**src/hdl/pin_mux_consts.svh**
```systemverilog
/*
 Register offsets, reset values and field positions of the peripheral
 pin mux. Assumes nothing; definitions only.
*/
`ifndef PIN_MUX_CONSTS_SVH
`define PIN_MUX_CONSTS_SVH

`define ADDR_PORT0_DATA 8'h80
`define ADDR_PORT1_DATA 8'h90
`define ADDR_PORT2_DATA 8'hA0
`define ADDR_LOC_SELECT 8'hF1
`define ADDR_ADC_MASK 8'hF2
`define ADDR_PORT0_SEL 8'hF3
`define ADDR_PORT1_SEL 8'hF4
`define ADDR_PORT2_SEL 8'hF5
`define ADDR_PORT0_DIR 8'hFD
`define ADDR_PORT1_DIR 8'hFE
`define ADDR_PORT2_DIR 8'hFF

`define RST_PORT01_DATA 8'hFF
`define RST_PORT2_DATA 8'h1F
`define RST_CONFIG 8'h00

`define MASK_PORT2_DATA 8'h1F
`define MASK_LOC_SELECT 8'h73
`define MASK_PORT2_SEL 8'h7F
`define MASK_PORT2_DIR 8'hDF

`define LOC_TIMER_ONE 6
`define LOC_TIMER_THREE 5
`define LOC_TIMER_FOUR 4
`define LOC_SERIAL_TWO 1
`define LOC_SERIAL_ONE 0

`define PRI_PORT1_BIT3 6
`define PRI_PORT1_BIT2 5
`define PRI_PORT1_BIT1 4
`define PRI_PORT1_BIT0 3
`define PRI_PORT0_MSB 7
`define PRI_PORT0_LSB 6

`endif

```
**src/hdl/pin_mux_pkg.sv**
```systemverilog
/*
 Types of the peripheral pin mux: pin owners and the register state.
 Assumes the constants header is compiled alongside.
*/
package pin_mux_pkg;
   typedef enum logic [2:0] {
      own_gpio, own_ser1, own_ser2, own_tmr1, own_tmr3, own_tmr4
   } owner_t;

   typedef struct packed {
      logic [1:0][7:0] data;
      logic [4:0] data2;
      logic [7:0] loc;
      logic [7:0] adc_mask;
      logic [1:0][7:0] sel;
      logic [7:0] sel2;
      logic [1:0][7:0] dir;
      logic [7:0] dir2;
      logic [7:0] rdata;
      logic [1:0][7:0] pin;
      logic [1:0][7:0] oe_n;
      logic [4:0] pin2;
      logic [4:0] oe2_n;
      logic [7:0] analog;
      logic xosc;
      logic [3:0] ser1_rx;
      logic [3:0] ser2_rx;
      logic [2:0] tmr1_cap;
      logic trig;
      logic dbg_data;
      logic dbg_clk;
   } state_t;
endpackage : pin_mux_pkg

```
**src/hdl/peripheral_pin_mux.sv**
```systemverilog
/*
 Peripheral pin mux: routes serial units, timers, ADC, debug, crystal and
 radio test signals onto ports 0-2 and holds their select registers.
 Assumes a byte-wide register port driven synchronously to clk_sys_in and
 pad cells that resolve each pin from its value and active-low enable.
*/
// What this block does
// - timer-1 location bit picks port0 bits 2-4 or port1 bits 2-0.
// - timer-3 location bit picks port1 bits 3,4 or bits 6,7.
// - timer-4 location bit picks port1 bits 0,1 or port2 bits 0,3.
// - serial-one uart location bit picks port0 2-5 or port1 4,5,2,3.
// - serial-one spi uses the same two pin sets as its uart.
// - serial-two uart location bit picks port0 2-5 or port1 4-7.
// - serial-two spi uses the same two pin sets as its uart.
// - port0 priority field: 00 serial one, 01 serial two, else timer 1.
// - serial one without flow control frees port0 bits 4 and 5.
// - serial two without flow control frees port0 bits 2 and 3.
// - port1: serial one wins when priority bits 3, 2 and 0 are low.
// - port1: serial two wins when bit 3 is high and bit 2 low.
// - port1: timer 1 wins when bit 1 is low and bit 0 high.
// - port1: timer 3 beats a conflicting serial unit when bit 2 set.
// - port1: timer 4 beats timer 1 when bit 1 is set.
// - serial one without flow control frees port1 bits 2 and 3.
// - serial two without flow control frees port1 bits 4 and 5.
// - adc mask bit makes a port0 pin analog, over its select bit.
// - debug mode owns port2 bits 1,2; data driven only when returning.
// - slow-clock bit low hands port2 bits 3,4 to crystal, analog.
// - radio test mode forces port1 bits 4-7 out with status flags.
// - a port0/port1 pin is driven by its peripheral only when its select bit is 1; unit inputs always follow the pads.
// - a gpio pin drives when its direction bit is 1.
`include "pin_mux_consts.svh"
`timescale 1ns/1ps
`default_nettype none
module peripheral_pin_mux (
   input wire logic clk_sys_in,
   input wire logic resetn_in,
   input wire logic [7:0] sfr_addr_in,
   input wire logic sfr_wr_in,
   input wire logic [7:0] sfr_wdata_in,
   output logic [7:0] sfr_rdata_out,
   input wire logic [7:0] port0_pin_in,
   output logic [7:0] port0_pin_out,
   output logic [7:0] port0_oe_n_out,
   input wire logic [7:0] port1_pin_in,
   output logic [7:0] port1_pin_out,
   output logic [7:0] port1_oe_n_out,
   input wire logic [4:0] port2_pin_in,
   output logic [4:0] port2_pin_out,
   output logic [4:0] port2_oe_n_out,
   output logic [7:0] adc_input_out,
   output logic xosc_pins_analog_out,
   input wire logic slow_clock_source_bit_in,
   input wire logic [3:0] serial_one_sig_in,
   input wire logic serial_one_spi_in,
   input wire logic serial_one_master_in,
   input wire logic serial_one_flow_in,
   output logic [3:0] serial_one_pin_out,
   input wire logic [3:0] serial_two_sig_in,
   input wire logic serial_two_spi_in,
   input wire logic serial_two_master_in,
   input wire logic serial_two_flow_in,
   output logic [3:0] serial_two_pin_out,
   input wire logic [2:0] timer_one_ch_in,
   output logic [2:0] timer_one_cap_out,
   input wire logic [1:0] timer_three_ch_in,
   input wire logic [1:0] timer_four_ch_in,
   output logic adc_trigger_out,
   input wire logic debug_active_in,
   input wire logic debug_data_drive_in,
   input wire logic debug_data_line_in,
   output logic debug_data_line_out,
   output logic debug_clock_line_out,
   input wire logic radio_test_sel_in,
   input wire logic [3:0] radio_status_flags_in
);
   import pin_mux_pkg::*;

   state_t q;
   state_t next_q;

   // serial pin for canonical index: 0 rx/miso, 1 tx/mosi, 2 cts/ss, 3 rts/sck
   function automatic logic [2:0] ser_pin(input logic two, input logic loc,
                                          input logic [1:0] j);
      logic [2:0] p;
      p = 3'(j) + 3'h2;
      if (!two && loc)
         p = j[1] ? {2'b01, j[0]} : {2'b10, j[0]};
      else if (two && !loc)
         p = j[1] ? {2'b01, j[0]} : {2'b10, ~j[0]};
      else if (two && loc)
         p = j[1] ? {2'b10, j[0]} : {2'b11, ~j[0]};
      return p;
   endfunction : ser_pin

   // {claims, index} of owner o on pin p of port k (0 or 1)
   function automatic logic [2:0] role(input logic k, input logic [2:0] p,
                                       input owner_t o, input logic [7:0] loc,
                                       input logic [1:0] lean);
      logic [2:0] r;
      logic two;
      r = 3'h0;
      two = (o == own_ser2);
      unique case (o)
         own_ser1, own_ser2: begin
            for (int j = 0; j < 4; j++) begin
               if (loc[two ? `LOC_SERIAL_TWO : `LOC_SERIAL_ONE] == k &&
                   ser_pin(two, k, 2'(j)) == p && !(lean[two] && j >= 2))
                  r = {1'b1, 2'(j)};
            end
         end
         own_tmr1: begin
            if (loc[`LOC_TIMER_ONE] && k && p <= 3'h2)
               r = {1'b1, 2'(3'h2 - p)};
            else if (!loc[`LOC_TIMER_ONE] && !k && p >= 3'h2 && p <= 3'h4)
               r = {1'b1, 2'(p - 3'h2)};
         end
         own_tmr3: begin
            if (k && (p - (loc[`LOC_TIMER_THREE] ? 3'h6 : 3'h3)) <= 3'h1)
               r = {1'b1, 2'(p - (loc[`LOC_TIMER_THREE] ? 3'h6 : 3'h3))};
         end
         own_tmr4: begin
            if (!loc[`LOC_TIMER_FOUR] && k && p <= 3'h1)
               r = {1'b1, 2'(p)};
         end
         own_gpio: r = 3'h0;
      endcase
      return r;
   endfunction : role

   // does owner a take a shared pin from owner b
   function automatic logic beats(input logic k, input owner_t a,
                                  input owner_t b, input logic [1:0] f0,
                                  input logic [7:0] s2);
      logic w;
      w = 1'b0;
      if (!k) begin
         unique case (f0)
            2'b00: w = (a == own_ser1) || (a == own_ser2 && b == own_tmr1);
            2'b01: w = (a == own_ser2) || (a == own_ser1 && b == own_tmr1);
            default: w = (a == own_tmr1) || (a == own_ser2 && b == own_ser1);
         endcase
      end else if ((a == own_ser2 && b == own_ser1) ||
                   (a == own_ser1 && b == own_ser2))
         w = (a == own_ser2) == s2[`PRI_PORT1_BIT3];
      else if (a == own_tmr3 || b == own_tmr3)
         w = (a == own_tmr3) == s2[`PRI_PORT1_BIT2];
      else if (a == own_tmr4 || b == own_tmr4)
         w = (a == own_tmr4) == s2[`PRI_PORT1_BIT1];
      else
         w = (a == own_tmr1) == s2[`PRI_PORT1_BIT0];
      return w;
   endfunction : beats

   // serial direction: uart drives tx and rts, spi by role
   function automatic logic ser_drv(input logic [1:0] j, input logic spi,
                                    input logic master);
      return spi ? (master ? (j != 2'h0) : (j == 2'h0)) : j[0];
   endfunction : ser_drv

   always_comb begin
      owner_t win;
      logic [2:0] r;
      logic [1:0] lean;
      logic [1:0][7:0] pins_in;
      logic drv;
      logic val;
      win = own_gpio;
      r = 3'h0;
      drv = 1'b0;
      val = 1'b0;
      lean = {!serial_two_spi_in && !serial_two_flow_in,
              !serial_one_spi_in && !serial_one_flow_in};
      pins_in = {port1_pin_in, port0_pin_in};
      next_q = q;
      if (sfr_wr_in) begin
         unique case (sfr_addr_in)
            `ADDR_PORT0_DATA: next_q.data[0] = sfr_wdata_in;
            `ADDR_PORT1_DATA: next_q.data[1] = sfr_wdata_in;
            `ADDR_PORT2_DATA: next_q.data2 = sfr_wdata_in[4:0];
            `ADDR_LOC_SELECT: next_q.loc = sfr_wdata_in & `MASK_LOC_SELECT;
            `ADDR_ADC_MASK: next_q.adc_mask = sfr_wdata_in;
            `ADDR_PORT0_SEL: next_q.sel[0] = sfr_wdata_in;
            `ADDR_PORT1_SEL: next_q.sel[1] = sfr_wdata_in;
            `ADDR_PORT2_SEL: next_q.sel2 = sfr_wdata_in & `MASK_PORT2_SEL;
            `ADDR_PORT0_DIR: next_q.dir[0] = sfr_wdata_in;
            `ADDR_PORT1_DIR: next_q.dir[1] = sfr_wdata_in;
            `ADDR_PORT2_DIR: next_q.dir2 = sfr_wdata_in & `MASK_PORT2_DIR;
            default: next_q.rdata = q.rdata;
         endcase
      end
      // port data reads return pin levels, not the output latch
      unique case (sfr_addr_in)
         `ADDR_PORT0_DATA: next_q.rdata = port0_pin_in;
         `ADDR_PORT1_DATA: next_q.rdata = port1_pin_in;
         `ADDR_PORT2_DATA: next_q.rdata = {3'h0, port2_pin_in};
         `ADDR_LOC_SELECT: next_q.rdata = q.loc;
         `ADDR_ADC_MASK: next_q.rdata = q.adc_mask;
         `ADDR_PORT0_SEL: next_q.rdata = q.sel[0];
         `ADDR_PORT1_SEL: next_q.rdata = q.sel[1];
         `ADDR_PORT2_SEL: next_q.rdata = q.sel2;
         `ADDR_PORT0_DIR: next_q.rdata = q.dir[0];
         `ADDR_PORT1_DIR: next_q.rdata = q.dir[1];
         `ADDR_PORT2_DIR: next_q.rdata = q.dir2;
         default: next_q.rdata = 8'h00;
      endcase
      for (int k = 0; k < 2; k++) begin
         for (int p = 0; p < 8; p++) begin
            win = own_gpio;
            for (int o = 1; o < 6; o++) begin
               if (role(k[0], 3'(p), owner_t'(3'(o)), q.loc, lean) >= 3'h4 &&
                   (win == own_gpio ||
                    beats(k[0], owner_t'(3'(o)), win,
                          q.dir2[`PRI_PORT0_MSB:`PRI_PORT0_LSB], q.sel2)))
                  win = owner_t'(3'(o));
            end
            if (!q.sel[k][p])
               win = own_gpio;
            r = role(k[0], 3'(p), win, q.loc, lean);
            unique case (win)
               own_ser1: begin
                  val = serial_one_sig_in[r[1:0]];
                  drv = ser_drv(r[1:0], serial_one_spi_in, serial_one_master_in);
               end
               own_ser2: begin
                  val = serial_two_sig_in[r[1:0]];
                  drv = ser_drv(r[1:0], serial_two_spi_in, serial_two_master_in);
               end
               own_tmr1: begin
                  val = timer_one_ch_in[r[1:0]];
                  drv = q.dir[k][p];
               end
               own_tmr3: begin
                  val = timer_three_ch_in[r[0]];
                  drv = q.dir[k][p];
               end
               own_tmr4: begin
                  val = timer_four_ch_in[r[0]];
                  drv = q.dir[k][p];
               end
               own_gpio: begin
                  val = q.data[k][p];
                  drv = q.dir[k][p];
               end
            endcase
            if (k == 0 && q.adc_mask[p])
               drv = 1'b0;
            if (k == 1 && p >= 4 && radio_test_sel_in) begin
               val = radio_status_flags_in[p - 4];
               drv = 1'b1;
            end
            next_q.pin[k][p] = val;
            next_q.oe_n[k][p] = !drv;
         end
      end
      next_q.analog = q.adc_mask;
      // port2: timer 4 alternate, debug pair, crystal pair
      for (int p = 0; p < 5; p++) begin
         next_q.pin2[p] = q.data2[p];
         next_q.oe2_n[p] = !q.dir2[p];
      end
      if (q.loc[`LOC_TIMER_FOUR] && q.sel2[0]) begin
         next_q.pin2[0] = timer_four_ch_in[0];
         next_q.oe2_n[0] = !q.dir2[0];
      end
      if (q.loc[`LOC_TIMER_FOUR] && q.sel2[1]) begin
         next_q.pin2[3] = timer_four_ch_in[1];
         next_q.oe2_n[3] = !q.dir2[3];
      end
      if (debug_active_in) begin
         next_q.pin2[1] = debug_data_line_in;
         next_q.oe2_n[1] = !debug_data_drive_in;
         next_q.pin2[2] = 1'b0;
         next_q.oe2_n[2] = 1'b1;
      end
      next_q.xosc = !slow_clock_source_bit_in;
      if (!slow_clock_source_bit_in)
         next_q.oe2_n[4:3] = 2'b11;
      for (int j = 0; j < 4; j++) begin
         next_q.ser1_rx[j] = pins_in[q.loc[`LOC_SERIAL_ONE]]
            [ser_pin(1'b0, q.loc[`LOC_SERIAL_ONE], 2'(j))];
         next_q.ser2_rx[j] = pins_in[q.loc[`LOC_SERIAL_TWO]]
            [ser_pin(1'b1, q.loc[`LOC_SERIAL_TWO], 2'(j))];
      end
      for (int j = 0; j < 3; j++)
         next_q.tmr1_cap[j] = q.loc[`LOC_TIMER_ONE] ? port1_pin_in[2 - j]
                                                     : port0_pin_in[2 + j];
      // trigger is only meaningful while software keeps bit 0 a gpio input
      next_q.trig = port2_pin_in[0];
      next_q.dbg_data = port2_pin_in[1];
      next_q.dbg_clk = port2_pin_in[2];
   end

   always_ff @(posedge clk_sys_in or negedge resetn_in) begin
      if (!resetn_in) begin
         q <= '{data: {`RST_PORT01_DATA, `RST_PORT01_DATA},
                data2: 5'(`RST_PORT2_DATA), oe_n: 16'hFFFF, oe2_n: 5'h1F,
                default: '0};
      end else begin
         q <= next_q;
      end
   end

   assign sfr_rdata_out = q.rdata;
   assign port0_pin_out = q.pin[0];
   assign port0_oe_n_out = q.oe_n[0];
   assign port1_pin_out = q.pin[1];
   assign port1_oe_n_out = q.oe_n[1];
   assign port2_pin_out = q.pin2;
   assign port2_oe_n_out = q.oe2_n;
   assign adc_input_out = q.analog;
   assign xosc_pins_analog_out = q.xosc;
   assign serial_one_pin_out = q.ser1_rx;
   assign serial_two_pin_out = q.ser2_rx;
   assign timer_one_cap_out = q.tmr1_cap;
   assign adc_trigger_out = q.trig;
   assign debug_data_line_out = q.dbg_data;
   assign debug_clock_line_out = q.dbg_clk;

   xosc_hand_a: assert property (@(posedge clk_sys_in) disable iff (!resetn_in)
      !slow_clock_source_bit_in |=> xosc_pins_analog_out && port2_oe_n_out[4:3] == 2'b11)
      else $error("crystal pins not released to oscillator");
   radio_force_a: assert property (@(posedge clk_sys_in) disable iff (!resetn_in)
      radio_test_sel_in |=> port1_oe_n_out[7:4] == 4'h0 &&
         port1_pin_out[7:4] == $past(radio_status_flags_in))
      else $error("radio test pins not forced");
   adc_mask_a: assert property (@(posedge clk_sys_in) disable iff (!resetn_in)
      1'b1 |=> (port0_oe_n_out & $past(q.adc_mask)) == $past(q.adc_mask))
      else $error("adc pin still driven");
   gpio_dir_a: assert property (@(posedge clk_sys_in) disable iff (!resetn_in)
      !q.sel[1][0] |=> port1_oe_n_out[0] == !$past(q.dir[1][0]))
      else $error("gpio direction wrong");
   gpio_data_a: assert property (@(posedge clk_sys_in) disable iff (!resetn_in)
      !q.sel[1][0] && q.dir[1][0] |=> port1_pin_out[0] == $past(q.data[1][0]))
      else $error("gpio data not driven");
   debug_pins_a: assert property (@(posedge clk_sys_in) disable iff (!resetn_in)
      debug_active_in && !debug_data_drive_in |=> port2_oe_n_out[2:1] == 2'b11)
      else $error("debug pins driven while idle");
   timer_alt_a: assert property (@(posedge clk_sys_in) disable iff (!resetn_in)
      q.sel[1][2] && q.loc[6] && !q.loc[0] && q.dir[1][2] |=>
         port1_pin_out[2] == $past(timer_one_ch_in[0]) && !port1_oe_n_out[2])
      else $error("timer one channel 0 not on alternate pin");
   port0_prio_a: assert property (@(posedge clk_sys_in) disable iff (!resetn_in)
      q.sel[0][3] && q.loc[1:0] == 2'b00 && q.dir2[7:6] == 2'b00 &&
         !q.adc_mask[3] && !serial_one_spi_in |=>
         port0_pin_out[3] == $past(serial_one_sig_in[1]) && !port0_oe_n_out[3])
      else $error("serial one lost port0 bit 3");
   flow_free_a: assert property (@(posedge clk_sys_in) disable iff (!resetn_in)
      q.sel[0][4] && q.loc[1:0] == 2'b00 && q.dir2[7:6] == 2'b00 &&
         !q.adc_mask[4] && !serial_one_spi_in && !serial_one_flow_in &&
         !serial_two_spi_in |=>
         port0_pin_out[4] == $past(serial_two_sig_in[1]))
      else $error("port0 bit 4 not freed");
endmodule : peripheral_pin_mux
`default_nettype wire

```
**config.mk**
```make
export PLATFORM = sky130hd
export DESIGN_NAME = peripheral_pin_mux
export DESIGN_NICKNAME = d
export VERILOG_FILES = /design/src/hdl/pin_mux_pkg.sv /design/src/hdl/peripheral_pin_mux.sv
export VERILOG_INCLUDE_DIRS = /design/src /design/src/hdl
export SDC_FILE = /design/constraint.sdc
export NUM_CORES = 1
export LEC_CHECK = 0
export ABC_AREA = 0
export BUFFER_PORTS_ARGS = -buffer_cell sky130_fd_sc_hd__buf_2
export CORE_MARGIN = 3
export CORE_UTILIZATION = 57
export DETAILED_ROUTE_END_ITERATION = 12
export HOLD_SLACK_MARGIN = 0.03
export PLACE_DENSITY = 0.81
export RECOVER_POWER = 50
export SYNTH_ARGS = -nofsm -noshare
export SYNTH_HDL_FRONTEND = slang
export SYNTH_SLANG_ARGS = --single-unit
export TNS_END_PERCENT = 5
```
**constraint.sdc**
```tcl
create_clock -name clk_sys_in -period 3.8 [get_ports clk_sys_in]
set_input_delay 0.38 -clock clk_sys_in [delete_from_list [all_inputs] [get_ports clk_sys_in]]
set_output_delay 0.38 -clock clk_sys_in [all_outputs]
set_load 0.01 [all_outputs]
```
==> out/summary.txt <==
outcome: finished with violations
failing checks: max-capacitance violations, max-slew violations
Critical Path AT: 3.46 ns
synth unique cells: 66
I/O pin count: 143
CP Capture Type: register
Post-synth EDFFs: 0
placed insts: 957
Fin. Hold Viols: 0
Die Area: 15900 um2
max_cap viols: 1
met3 Use GR: 7.97%
I/O Buffers: 142
clk slew on worst S/H paths: 0.07 ns
TritonCTS clock tree: yes
Iteration-0 DRC Markers: 616
Synth area leader: dfrtp_1
sequential-to-total area share from yosys stat: 47.1%
RSZ-0062 raised after global routing: no
headroom to the max-slew limit: -34.9%
Mapped Cells: 732
wire length per cell: 22.7 um
total wire length: 22400 um
clock root cell: clkbuf_16
Post-Syn Area per Cell: 11.3 um2
CTS sink cnt: 153
fmax: 316 MHz
setup TNS: 0 ns
area grow syn2layout: 10.8%
Die Ht: 126 um
Clk Latency, worst-skew pair: 0.43 ns
Setup crit start kind: register
Total GRT Usage: 28.6%
GR Layer Usage met1: 39.6%
Post-Layout Cell Count: 990
via count: 6067
#FFs+latches synth: 153
CP Max Fanout: 14
Tcrit/Tclk final: 83.2%
Final Slew Violations: 80
design area: 9130 um2
Worst-Margin Slew: 2.02 ns
fraction of layout cells with a size suffix above 1: 35.1%
final net count: 893
n_diodes: 0
most common cell in the synthesized netlist: mux2_2
multi-input logic area: 3590 um2
IR drop worst, VDD: 0.379 mV
gpl congestion: 0.957
post-synth top area share: 33.7%
most common library cells after synthesis: 116 x mux2_2, 111 x dfrtp_1, 70 x buf_4, 42 x dfstp_2, 42 x nand2_1
ys async rst share: 100%
Final setup viols: 0
vias in the first global route: 6082
# fillers: 1101
clock buffer depth: 2
Post-Syn Area: 8240 um2
H-Tree Depth: 4
CTS Buf Count: 17
drt first pass iters: 8
via/cell ratio: 6.13
Syn. warnings: 0
row cnt: 43
Syn Nets: 828
gr ovfl total: 0
M2 GR Usage: 43.5%
CP Data Required Time: 4.10 ns
DRT antenna net count: 0
ys flop type: dfrtp_1
initial core utilization: 58.9%
Reg area: 3880 um2
initial antenna violation count: 0
placed cell areas: 8580 um2
worst hold margin: 0.0749 ns
GRT Max-Usage Layer: met2
Final Skew: 0.00715 ns
largest net degree at the start of global routing: 81
core box area: 14000 um2
Pleak: 4.23 nW
critical path type: reg -> reg
Die X-Extent: 126 um
synth top area cells: dfrtp_1 34%, mux2_2 16%, dfstp_2 13%
Pwr Density: 441 nW/um2
first-pass GRT wire length: 35000 um
DRC viols: 0
detailed placement HPWL: 16100 um
Hold Path Class: in -> reg
minimum clock period: 3.16 ns
Post-CTS Setup Inserts: 0
path summary, 6_finish.rpt:
path	from	to	slack, ns	cells after the start
max	q[130]	port0_pin_out[3]	0.64	11
min	port2_pin_in[1]	debug_data_line_out	0.07	1
max reg2reg	q[130]	port0_pin_out[3]	0.64	11
min reg2reg	q[73]	port2_oe_n_out[0]	0.40	1
max in group asynchronous	resetn_in	q[138]	1.48	3
min in group asynchronous	resetn_in	port0_pin_out[4]	1.06	2
metal layers:
metal	vias to the layer above	routed length (um)	part of all wire (%)
met5	-	0	0
met4	0	648	2.9
met3	60	2100	9.4
met2	332	10300	46
met1	3004	9380	42
li1	2671	-	-
critical path, stage by stage, from the launching register on:
cell and delay [ns]:
dfrtp_1 0.61, o21ba_2 0.27, a211oi_1 0.23, a21oi_1 0.09, nand2_1 0.17, inv_1 0.09
ha_1 0.27, or3b_2 0.46, a21oi_1 0.26, mux2_2 0.36, mux2i_1 0.13, a22oi_1 0.11
sequential cells by signal, indices dropped and copies added (netlist names), 5 cells and up:
| name | count |
|---|---|
| q | 71 |
| port1_pin_out | 8 |
| sfr_rdata_out | 8 |
| port1_oe_n_out | 8 |
| port2_oe_n_out | 5 |
| next_q | 9 |
| port2_pin_out | 5 |
| port0_pin_out | 8 |
| port0_oe_n_out | 8 |
| adc_input_out | 8 |
cell type report:
class / instances / area share, %
Sequential cell: 153 / 42.5
Tap cell: 180 / 2.47
Clock inverter: 15 / 2.25
Multi-Input combinational cell: 445 / 39.3
Timing Repair Buffer: 149 / 7.56
Clock buffer: 17 / 4.66
Inverter: 31 / 1.27
layout by cell type, fill, tap and decap left out, types with 5 or more instances in the layout:
cell type / count
and3_1: 6
inv_1: 31
nor3_1: 6
clkbuf_1: 68
mux2i_1: 24
clkbuf_16: 17
a211oi_1: 5
dfrtp_1: 111
o22ai_1: 9
nand2_1: 42
buf_2: 74
a22oi_1: 10
a31oi_1: 6
inv_6: 5
ha_1: 26
nor2_1: 22
o21ai_0: 22
a21oi_1: 27
a22o_1: 7
dfstp_2: 42
mux2_2: 116
nor2b_1: 10
nand2b_1: 13
nand3_1: 21
timing repair:
item,4_1_cts,5_1_grt
setup endpoints to repair,0,0
hold buffers,1,0
hold endpoints to repair,5,0
resized for setup,0,0
cells by family after synthesis:
logic type / share of synthesized area [%]
buf+inv: 9.41
mux: 19.0
flops: 47.1
simple gates: 9.32
fa+ha+maj: 3.95
compound gates: 10.7
xor+xnor: 0.531
where the power goes:
part,total (mW),internal [mW],switching [mW]
logic,0.435,0.174,0.261
clock network,1.80,1.06,0.743
registers,1.79,1.73,0.0602
stage by stage:
stage	setup slack, ns	total power [mW]	utilization (%)
after floorplan	1.00	2.09	-
after global placement	0.833	2.24	61.4
after detailed placement	0.695	2.25	61.4
after CTS	0.670	4.04	65.9
after global routing	0.422	4.17	65.3
final	0.639	4.03	65.3
Note: power is estimated with default switching activity, not from simulation.
